[src/power_status_params.svh]
`ifndef POWER_STATUS_PARAMS_SVH
`define POWER_STATUS_PARAMS_SVH

// register offsets on the configuration port
`define PROT_STAT_ADDR 8'h03
`define REG_THM_STAT_ADDR 8'h04
`define BAT_CONV_STAT_ADDR 8'h05
`define LIN_EVT_ADDR 8'h07
`define CONV_EVT_ADDR 8'h08

// protection_status fields
`define PROT_CHG_THM_BIT 7
`define PROT_LIN_THM_BIT 5
`define PROT_LIN2_UVLO_BIT 4
`define PROT_LIN1_UVLO_BIT 3

// regulation_thermal_status fields
`define RT_BB_FAULT_BIT 7
`define RT_HARV_CMP_BIT 6
`define RT_SYS_LIM_BIT 5
`define RT_IN_LIM_BIT 4
`define RT_STEP_BIT 3
`define RT_BUCK1_THM_BIT 2
`define RT_BUCK2_THM_BIT 1
`define RT_BUCK3_THM_BIT 0

// battery_converter_status fields
`define BC_BAT_GOOD_BIT 7
`define BC_BAT_REG_BIT 6
`define BC_ALT_FAULT_BIT 5

// change-event bits sit at the same positions as their status bits
`define LIN_EVT_MASK 8'hB8
`define CONV_EVT_MASK 8'hFF

`define STATUS_RESET 8'h00
`define UNMAPPED_READ 8'h00
`define SYNC_LATENCY 2'h3

`endif

[src/power_status_pkg.sv]
package power_status_pkg;

   // one field per analog monitor, all asynchronous to sys_clk
   typedef struct packed {
      logic chargerThermalShutdown;
      logic linearSwitchThermalShutdown;
      logic linear2Lockout;
      logic linear1Lockout;
      logic buckBoostFault;
      logic harvesterBatteryCompare;
      logic systemRailLimitActive;
      logic inputVoltageLimitActive;
      logic stepChargeActive;
      logic buck1ThermalShutdown;
      logic buck2ThermalShutdown;
      logic buck3ThermalShutdown;
      logic batteryAboveLockout;
      logic batteryRegulationReached;
      logic converterFaultAlt;
      logic chargerInputPresent;
      logic chargerInputOvervoltage;
      logic chargerInputInRange;
   } monitor_t;

endpackage

[src/status_sync_if.sv]
`timescale 1ns/1ns
interface status_sync_if;
   power_status_pkg::monitor_t rawMon;
   power_status_pkg::monitor_t syncMon;

   modport sync (input rawMon, output syncMon);
   modport core (output rawMon, input syncMon);
endinterface

[src/monitor_sync.sv]
`timescale 1ns/1ns
module monitor_sync (
   input wire logic sys_clk, // system clock
   input wire logic rst, // synchronous reset, active high
   status_sync_if.sync mon // raw monitors in, synchronised out
);
   power_status_pkg::monitor_t stage1_r;
   power_status_pkg::monitor_t stage2_r;

   // stage1 feeds only stage2, so metastability never reaches logic
   always_ff @(posedge sys_clk) begin
      if (rst) begin
         stage1_r <= '0;
         stage2_r <= '0;
      end else begin
         stage1_r <= mon.rawMon;
         stage2_r <= stage1_r;
      end
   end

   assign mon.syncMon = stage2_r;
endmodule

[src/power_status_register_bank.sv]
// Operation
// - protection bit 7 shows input limiter and charger thermal shutdown.
// - protection bit 5 shows any linear regulator or load switch overheated.
// - protection bits 4 and 3 show lockout of linear regulator 2 and 1.
// - regulation bit 5 shows charge current cut to hold system rail.
// - regulation bit 4 shows input limiter cut to hold charger input.
// - regulation bit 3 shows step-charge current reduction active.
// - regulation bit 2 shows buck 1 thermal shutdown.
// - regulation bits 1 and 0 show buck 2 and buck 3 thermal shutdown.
// - battery bit 7 set when battery above lockout or charger input absent.
// - charger input valid only when present and in range; qualifies charger flags.
// - every change of a protection or regulation flag sets its event bit; battery flags have none.
`timescale 1ns/1ns
`include "power_status_params.svh"
module power_status_register_bank (
   input wire logic sys_clk, // system clock, 250 MHz
   input wire logic rst, // synchronous reset, active high
   input wire logic chargerThermalShutdown, // limiter/charger overheated
   input wire logic linearSwitchThermalShutdown, // linear or switch overheated
   input wire logic linear2Lockout, // linear regulator 2 undervoltage
   input wire logic linear1Lockout, // linear regulator 1 undervoltage
   input wire logic buckBoostFault, // buck-boost fault
   input wire logic harvesterBatteryCompare, // battery above harvester level
   input wire logic systemRailLimitActive, // charge current being reduced
   input wire logic inputVoltageLimitActive, // input limiter being reduced
   input wire logic stepChargeActive, // step-charge reduction active
   input wire logic buck1ThermalShutdown, // buck 1 overheated
   input wire logic buck2ThermalShutdown, // buck 2 overheated
   input wire logic buck3ThermalShutdown, // buck 3 overheated
   input wire logic batteryAboveLockout, // battery above lockout level
   input wire logic batteryRegulationReached, // battery at regulation level
   input wire logic converterFaultAlt, // second converter fault
   input wire logic chargerInputPresent, // charger input voltage present
   input wire logic chargerInputOvervoltage, // charger input overvoltage
   input wire logic chargerInputInRange, // charger input inside valid range
   input wire logic [7:0] regAddr, // register offset
   input wire logic regRdEn, // read strobe, one cycle
   input wire logic regWrEn, // write strobe, one cycle
   input wire logic [7:0] regWrData, // write data
   output logic [7:0] regRdData, // read data
   output logic regRdValid, // read data valid, one cycle
   output logic chargerInputValid, // qualified charger input
   output logic eventPending // any change event set
);
   status_sync_if monIf ();
   power_status_pkg::monitor_t m;

   logic [7:0] prot_r, prot_nxt;
   logic [7:0] regThm_r, regThm_nxt;
   logic [7:0] batConv_r, batConv_nxt;
   logic [7:0] linEvt_r, linEvt_nxt;
   logic [7:0] convEvt_r, convEvt_nxt;
   logic [7:0] regRdData_r;
   logic regRdValid_r;
   logic chargerInputValid_r, chargerInputValid_nxt;
   logic eventPending_r;
   logic [1:0] age_r;

   ////////////////////////////////////////////////////////////////////////////
   // synchronisers

   assign monIf.rawMon = '{
      chargerThermalShutdown: chargerThermalShutdown,
      linearSwitchThermalShutdown: linearSwitchThermalShutdown,
      linear2Lockout: linear2Lockout,
      linear1Lockout: linear1Lockout,
      buckBoostFault: buckBoostFault,
      harvesterBatteryCompare: harvesterBatteryCompare,
      systemRailLimitActive: systemRailLimitActive,
      inputVoltageLimitActive: inputVoltageLimitActive,
      stepChargeActive: stepChargeActive,
      buck1ThermalShutdown: buck1ThermalShutdown,
      buck2ThermalShutdown: buck2ThermalShutdown,
      buck3ThermalShutdown: buck3ThermalShutdown,
      batteryAboveLockout: batteryAboveLockout,
      batteryRegulationReached: batteryRegulationReached,
      converterFaultAlt: converterFaultAlt,
      chargerInputPresent: chargerInputPresent,
      chargerInputOvervoltage: chargerInputOvervoltage,
      chargerInputInRange: chargerInputInRange};

   monitor_sync u_monitor_sync (
      .sys_clk(sys_clk),
      .rst(rst),
      .mon(monIf.sync)
   );

   assign m = monIf.syncMon;

   ////////////////////////////////////////////////////////////////////////////
   // status composition

   // charger flags are forced low when the input is not valid, so the host
   // never sees stale regulation state from an absent charger
   always_comb begin
      chargerInputValid_nxt = m.chargerInputPresent & m.chargerInputInRange
         & ~m.chargerInputOvervoltage;
      prot_nxt = `STATUS_RESET;
      prot_nxt[`PROT_CHG_THM_BIT] = m.chargerThermalShutdown;
      prot_nxt[`PROT_LIN_THM_BIT] = m.linearSwitchThermalShutdown;
      prot_nxt[`PROT_LIN2_UVLO_BIT] = m.linear2Lockout;
      prot_nxt[`PROT_LIN1_UVLO_BIT] = m.linear1Lockout;
      regThm_nxt = `STATUS_RESET;
      regThm_nxt[`RT_BB_FAULT_BIT] = m.buckBoostFault;
      regThm_nxt[`RT_HARV_CMP_BIT] = m.harvesterBatteryCompare;
      regThm_nxt[`RT_SYS_LIM_BIT] = m.systemRailLimitActive
         & chargerInputValid_nxt;
      regThm_nxt[`RT_IN_LIM_BIT] = m.inputVoltageLimitActive
         & chargerInputValid_nxt;
      regThm_nxt[`RT_STEP_BIT] = m.stepChargeActive & chargerInputValid_nxt;
      regThm_nxt[`RT_BUCK1_THM_BIT] = m.buck1ThermalShutdown;
      regThm_nxt[`RT_BUCK2_THM_BIT] = m.buck2ThermalShutdown;
      regThm_nxt[`RT_BUCK3_THM_BIT] = m.buck3ThermalShutdown;
      batConv_nxt = `STATUS_RESET;
      batConv_nxt[`BC_BAT_GOOD_BIT] = m.batteryAboveLockout
         | ~m.chargerInputPresent;
      batConv_nxt[`BC_BAT_REG_BIT] = m.batteryRegulationReached & chargerInputValid_nxt
         & ~m.systemRailLimitActive;
      batConv_nxt[`BC_ALT_FAULT_BIT] = m.converterFaultAlt;
   end

   // status bits are live: no write path reaches them
   always_ff @(posedge sys_clk) begin
      if (rst) begin
         prot_r <= `STATUS_RESET;
         regThm_r <= `STATUS_RESET;
         batConv_r <= `STATUS_RESET;
         chargerInputValid_r <= 1'b0;
      end else begin
         prot_r <= prot_nxt;
         regThm_r <= regThm_nxt;
         batConv_r <= batConv_nxt;
         chargerInputValid_r <= chargerInputValid_nxt;
      end
   end

   ////////////////////////////////////////////////////////////////////////////
   // change events, write one to clear; a set in the clearing cycle wins

   function automatic logic [7:0] evtUpdate(input logic [7:0] cur,
                                            input logic [7:0] nxtStat,
                                            input logic [7:0] oldStat,
                                            input logic [7:0] mask,
                                            input logic [7:0] clr);
      logic [7:0] setBits;
      setBits = (nxtStat ^ oldStat) & mask;
      return (cur & ~clr & mask) | setBits;
   endfunction

   always_comb begin
      linEvt_nxt = evtUpdate(linEvt_r, prot_nxt, prot_r, `LIN_EVT_MASK,
         (regWrEn && regAddr == `LIN_EVT_ADDR) ? regWrData : 8'h00);
      convEvt_nxt = evtUpdate(convEvt_r, regThm_nxt, regThm_r, `CONV_EVT_MASK,
         (regWrEn && regAddr == `CONV_EVT_ADDR) ? regWrData : 8'h00);
   end

   always_ff @(posedge sys_clk) begin
      if (rst) begin
         linEvt_r <= `STATUS_RESET;
         convEvt_r <= `STATUS_RESET;
         eventPending_r <= 1'b0;
      end else begin
         linEvt_r <= linEvt_nxt;
         convEvt_r <= convEvt_nxt;
         eventPending_r <= |{linEvt_nxt, convEvt_nxt};
      end
   end

   ////////////////////////////////////////////////////////////////////////////
   // register read port

   function automatic logic [7:0] readByte(input logic [7:0] addr);
      case (addr)
         `PROT_STAT_ADDR: readByte = prot_r;
         `REG_THM_STAT_ADDR: readByte = regThm_r;
         `BAT_CONV_STAT_ADDR: readByte = batConv_r;
         `LIN_EVT_ADDR: readByte = linEvt_r;
         `CONV_EVT_ADDR: readByte = convEvt_r;
         default: readByte = `UNMAPPED_READ;
      endcase
   endfunction

   always_ff @(posedge sys_clk) begin
      if (rst) begin
         regRdData_r <= `UNMAPPED_READ;
         regRdValid_r <= 1'b0;
      end else begin
         regRdValid_r <= regRdEn;
         if (regRdEn) begin
            regRdData_r <= readByte(regAddr);
         end
      end
   end

   assign regRdData = regRdData_r;
   assign regRdValid = regRdValid_r;
   assign chargerInputValid = chargerInputValid_r;
   assign eventPending = eventPending_r;

   ////////////////////////////////////////////////////////////////////////////
   // checks: age_r tells when the pipeline holds no reset-era values

   always_ff @(posedge sys_clk) begin
      if (rst) begin
         age_r <= 2'h0;
      end else if (age_r != `SYNC_LATENCY) begin
         age_r <= age_r + 2'h1;
      end
   end

   chg_thermal_a: assert property (
      @(posedge sys_clk) disable iff (rst)
      age_r == `SYNC_LATENCY |-> prot_r[7] == $past(chargerThermalShutdown, 3))
      else $error("charger thermal bit wrong");

   lin_thermal_a: assert property (
      @(posedge sys_clk) disable iff (rst)
      age_r == `SYNC_LATENCY |-> prot_r[5] == $past(linearSwitchThermalShutdown, 3))
      else $error("linear thermal bit wrong");

   lockout_bits_a: assert property (
      @(posedge sys_clk) disable iff (rst)
      age_r == `SYNC_LATENCY |->
      prot_r[4:3] == {$past(linear2Lockout, 3), $past(linear1Lockout, 3)})
      else $error("lockout bits wrong");

   charger_gate_a: assert property (
      @(posedge sys_clk) disable iff (rst)
      age_r == `SYNC_LATENCY |-> regThm_r[5] == ($past(systemRailLimitActive, 3)
      & $past(chargerInputPresent, 3) & $past(chargerInputInRange, 3)
      & ~$past(chargerInputOvervoltage, 3)))
      else $error("charger rail limit bit wrong");

   input_limit_a: assert property (
      @(posedge sys_clk) disable iff (rst)
      age_r == `SYNC_LATENCY && chargerInputValid_r |->
      regThm_r[4] == $past(inputVoltageLimitActive, 3) &&
      regThm_r[3] == $past(stepChargeActive, 3))
      else $error("limiter or step bit wrong");

   buck_thermal_a: assert property (
      @(posedge sys_clk) disable iff (rst)
      age_r == `SYNC_LATENCY |-> regThm_r[2:0] == {$past(buck1ThermalShutdown, 3),
      $past(buck2ThermalShutdown, 3), $past(buck3ThermalShutdown, 3)})
      else $error("buck thermal bits wrong");

   battery_good_a: assert property (
      @(posedge sys_clk) disable iff (rst)
      age_r == `SYNC_LATENCY |-> batConv_r[7] ==
      ($past(batteryAboveLockout, 3) | ~$past(chargerInputPresent, 3)))
      else $error("battery good bit wrong");

   input_valid_a: assert property (
      @(posedge sys_clk) disable iff (rst)
      age_r == `SYNC_LATENCY |-> chargerInputValid_r ==
      ($past(chargerInputPresent, 3) & $past(chargerInputInRange, 3)
      & ~$past(chargerInputOvervoltage, 3)))
      else $error("charger input valid wrong");

   event_set_a: assert property (
      @(posedge sys_clk) disable iff (rst)
      (!$changed(prot_r[3]) || linEvt_r[3]) && (!$changed(regThm_r[2]) || convEvt_r[2]))
      else $error("change did not set event");

   event_hold_a: assert property (
      @(posedge sys_clk) disable iff (rst)
      linEvt_r[3] && !(regWrEn && regAddr == `LIN_EVT_ADDR && regWrData[3])
      |=> linEvt_r[3])
      else $error("event lost without clear");

   fault_bits_a: assert property (
      @(posedge sys_clk) disable iff (rst)
      age_r == `SYNC_LATENCY |-> regThm_r[7] == $past(buckBoostFault, 3) &&
      batConv_r[5] == $past(converterFaultAlt, 3))
      else $error("converter fault bit wrong");

   read_only_a: assert property (
      @(posedge sys_clk) disable iff (rst)
      regRdEn && regAddr == `BAT_CONV_STAT_ADDR |=>
      regRdValid_r && regRdData_r == $past(batConv_r) && regRdData_r[4:0] == 5'h00
      && prot_r[6] == 1'b0 && prot_r[2:0] == 3'h0)
      else $error("status read wrong");
endmodule

[config.mk]
export PLATFORM = sky130hd
export DESIGN_NAME = power_status_register_bank
export DESIGN_NICKNAME = d
export VERILOG_FILES = /design/src/power_status_pkg.sv /design/src/status_sync_if.sv /design/src/monitor_sync.sv /design/src/power_status_register_bank.sv
export VERILOG_INCLUDE_DIRS = /design/src /design/src/src
export SDC_FILE = /design/constraint.sdc
export NUM_CORES = 1
export LEC_CHECK = 0
export BUFFER_PORTS_ARGS = -buffer_cell sky130_fd_sc_hd__buf_2
export CAP_MARGIN = 10
export CORE_MARGIN = 8
export CORE_UTILIZATION = 49
export DETAILED_ROUTE_END_ITERATION = 16
export MAX_ROUTING_LAYER = met4
export PLACE_DENSITY = 0.79
export SYNTH_ARGS = -nofsm -noshare
export SYNTH_HDL_FRONTEND = slang
export SYNTH_SLANG_ARGS = --single-unit
[constraint.sdc]
create_clock -name sys_clk -period 2.17 [get_ports sys_clk]
set_clock_uncertainty 0.2 [all_clocks]
set_input_delay 0.217 -clock sys_clk [delete_from_list [all_inputs] [get_ports sys_clk]]
set_output_delay 0.217 -clock sys_clk [all_outputs]
set_load 0.01 [all_outputs]
==> impl_metrics.tcl <==
set metrics [dict create \
    yosysMostFrequentCell "dfxtp_1" \
    grt_antenna_before_repair 0 \
    crit_type "in2reg" \
    maxSlewViolCount 0 \
    ys_seq_area_share_pct 55.2 \
    via_count 2023 \
    gr-total-overflow 0 \
    worst_slack_ps 217 \
    end_kind "register" \
    die_x_um 90.0 \
    relSlewSlack_pct 56.7 \
    ys_seq_elements 74 \
    fin_crit_sh_pct 90.0 \
    drive_gt1_share_pct 27.0 \
    ys.flop_type "dfxtp_1" \
    syn_area_sq_um 2680 \
    cp-startpoint "regAddr[5]" \
    drtIter0Drc 120 \
    syn_area_per_cell_sq_um 10.8 \
    clock_path_buffers 2 \
    start_util_pct 49.6 \
    hold_ws_ps 68.6 \
    hold_depth 4 \
    worstPathMaxFanout 13 \
    drc_errors 0 \
    grt_max_degree 70 \
    synth_edf_count 0 \
    antenna_left 0 \
    ios 49 \
    rows 27 \
    die_h_um 90.0 \
    grt_pass1_wl_um 9110 \
    synth_cells 248 \
    nets 366 \
    clk_pin_slew_ps 80 \
    grt_pass1_vias 2063 \
    endpoint "eventPending" \
    pwr_density_cell_nw_per_um2 826 \
    cts.sinks 74 \
    cap_viol_max_count 0 \
    reg2regPathDepth 5 \
    via_per_inst 5.00 \
    area_growth_pct 29.5 \
    start_kind "input pin" \
    synth_cell_types 47 \
    htreeDepth 3 \
    cts_made_buffers 9 \
    rsz0062_at_grt "no" \
    grtUsageTotal_pct 14.2 \
    worst_slew_pin_slew_ps 649 \
    yosys.area.top_type_share_pct 55.2 \
    required_ps 2170 \
    routed_wl_um 5430 \
    place.gp.congestion 0.875 \
    r2r_slack_ps 510 \
    clk_latency_ps 340 \
    synth_warnings 0 \
    async_flop_share_pct 0 \
    hold_violations 0 \
    cts_tree "built" \
    post-dp-hpwl_um 3690 \
    status "finished, final reports clean" \
    synthTopCellsByArea "dfxtp_1, nor2b_1, xor2_1" \
    diodes 0 \
    arrival_ps 1950 \
    firstDrtPassIters 4 \
    wl_per_cell_um 13.4 \
    hold_class "in2reg" \
    ir_drop_mv 0.689 \
    synth_top_cells_by_count "dfxtp_1, nor2b_1, nand2_1, nor2_1, a21oi_1" \
    fin_crit_ps 1950 \
    die-area_sq_um 8100 \
    yosysTopAreaCell "dfxtp_1" \
    p_leak_nw 1.45 \
    r2r-start "u_monitor_sync.mon.syncMon[2]" \
    fmax_mhz 512 \
    port_buffers 48 \
    dp_slack_ps -152 \
    timing.rr.end "eventPending" \
    synth_nets 286 \
    coreArea_sq_um 5410 \
    finalSetupViolations 0 \
    cts-root-buf "clkbuf_8" \
]
==> cells in the final DEF, fill, tap and decap left out, drive strengths merged, types with 3 or more instances in the layout <==
| cell type | n |
|---|---|
| dfxtp | 74 |
| xnor2 | 4 |
| mux2i | 3 |
| and2 | 3 |
| nand3 | 3 |
| a22o | 4 |
| xor2 | 8 |
| inv | 3 |
| a21oi | 11 |
| clkbuf | 12 |
| o41ai | 3 |
| buf | 60 |
| nor2b | 49 |
| nand4b | 3 |
| a2111oi | 4 |
| a22oi | 4 |
| nor4 | 3 |
| dlygate4sd3 | 20 |
| nand2 | 15 |
| o31ai | 4 |
| nor2 | 15 |
==> worst max-delay path, stage by stage <==
cell and delay, ps:
buf_2 100, or4_4 660, o41ai_1 390, nand2_1 120, nor4_1 300, a41oi_1 160
==> logic make-up after synthesis <==
kind of cell | after synthesis | synth area share [%]
XOR/XNOR | 12 | 3.92
AND/OR/NAND/NOR | 101 | 22.9
flip-flops | 74 | 55.2
buffers and inverters | 15 | 3.08
AO/OA/AOI/OAI | 43 | 13.8
multiplexers | 3 | 1.12
==> how the worst min path moves through the flow <==
stage	from	slack, ps	to
2_1_floorplan	rst	130	chargerInputValid
3_3_place_gp	u_monitor_sync.stage1_r[11]	220	u_monitor_sync.mon.syncMon[11]
3_5_place_dp	u_monitor_sync.stage1_r[12]	220	u_monitor_sync.mon.syncMon[12]
4_1_cts	regWrData[1]	50	convEvt_r[1]
5_1_grt	regWrData[6]	70	convEvt_r[6]
6_report	regWrData[1]	70	convEvt_r[1]
==> cell type report <==
cell class              count  area [sq um]
fillers                   438          1930
flip-flops and latches     74          1480
multi-input cells         159          1120
repair buffers             80           531
clock buffers              12           165
well taps                  72          90.1
clock inverters             4          72.6
inverters                   4          15.0
==> sequential cells by signal, indices dropped and copies added, names as in the netlist <==
| signal | cells |
|---|---|
| u_monitor_sync.mon.syncMon | 18 |
| u_monitor_sync.stage1_r | 18 |
| convEvt_r | 8 |
| regRdData | 8 |
| regThm_r | 8 |
| linEvt_r | 4 |
| prot_r | 4 |
| batConv_r | 3 |
| chargerInputValid | 1 |
| eventPending | 1 |
| regRdValid | 1 |
==> timing repair <==
| action | 4_1_cts | 5_1_grt |
|---|---|---|
| gates resized for setup | 0 | 0 |
| hold buffers | 20 | 0 |
| endpoints found under the hold margin | 21 | 0 |
| buffers inserted | 0 | 0 |
==> routing by layer <==
| metal | part of all wire (%) | up-vias | GRT usage, % |
|---|---|---|---|
| met1 | 43 | 928 | 14.6 |
| met2 | 47 | 64 | 22.5 |
| met4 | 3.0 | 0 | 8.60 |
| met5 | 0 | - | - |
| li1 | - | 1015 | - |
| met3 | 7.1 | 16 | 5.65 |
==> stage by stage <==
stage	util [%]	total power [mW]	TNS, ps	area, sq um	instances
after floorplan	-	1.58	0	2680	248
after global placement	56.1	1.64	-124	3030	369
after detailed placement	56.1	1.65	-175	3030	369
after CTS	64.2	2.89	0	3470	405
after global routing	64.2	2.98	0	3470	405
final	64.2	2.87	0	3470	405
==> report_power, final <==
part	total [mW]	leakage [nW]	switching (mW)	internal, mW
Clock	1.22	0.119	0.481	0.739
Combinational	0.211	0.727	0.0954	0.115
Sequential	1.44	0.608	0.0253	1.41
Total	2.87	1.45	0.601	2.27
Note: power is estimated with default switching activity, not from simulation.
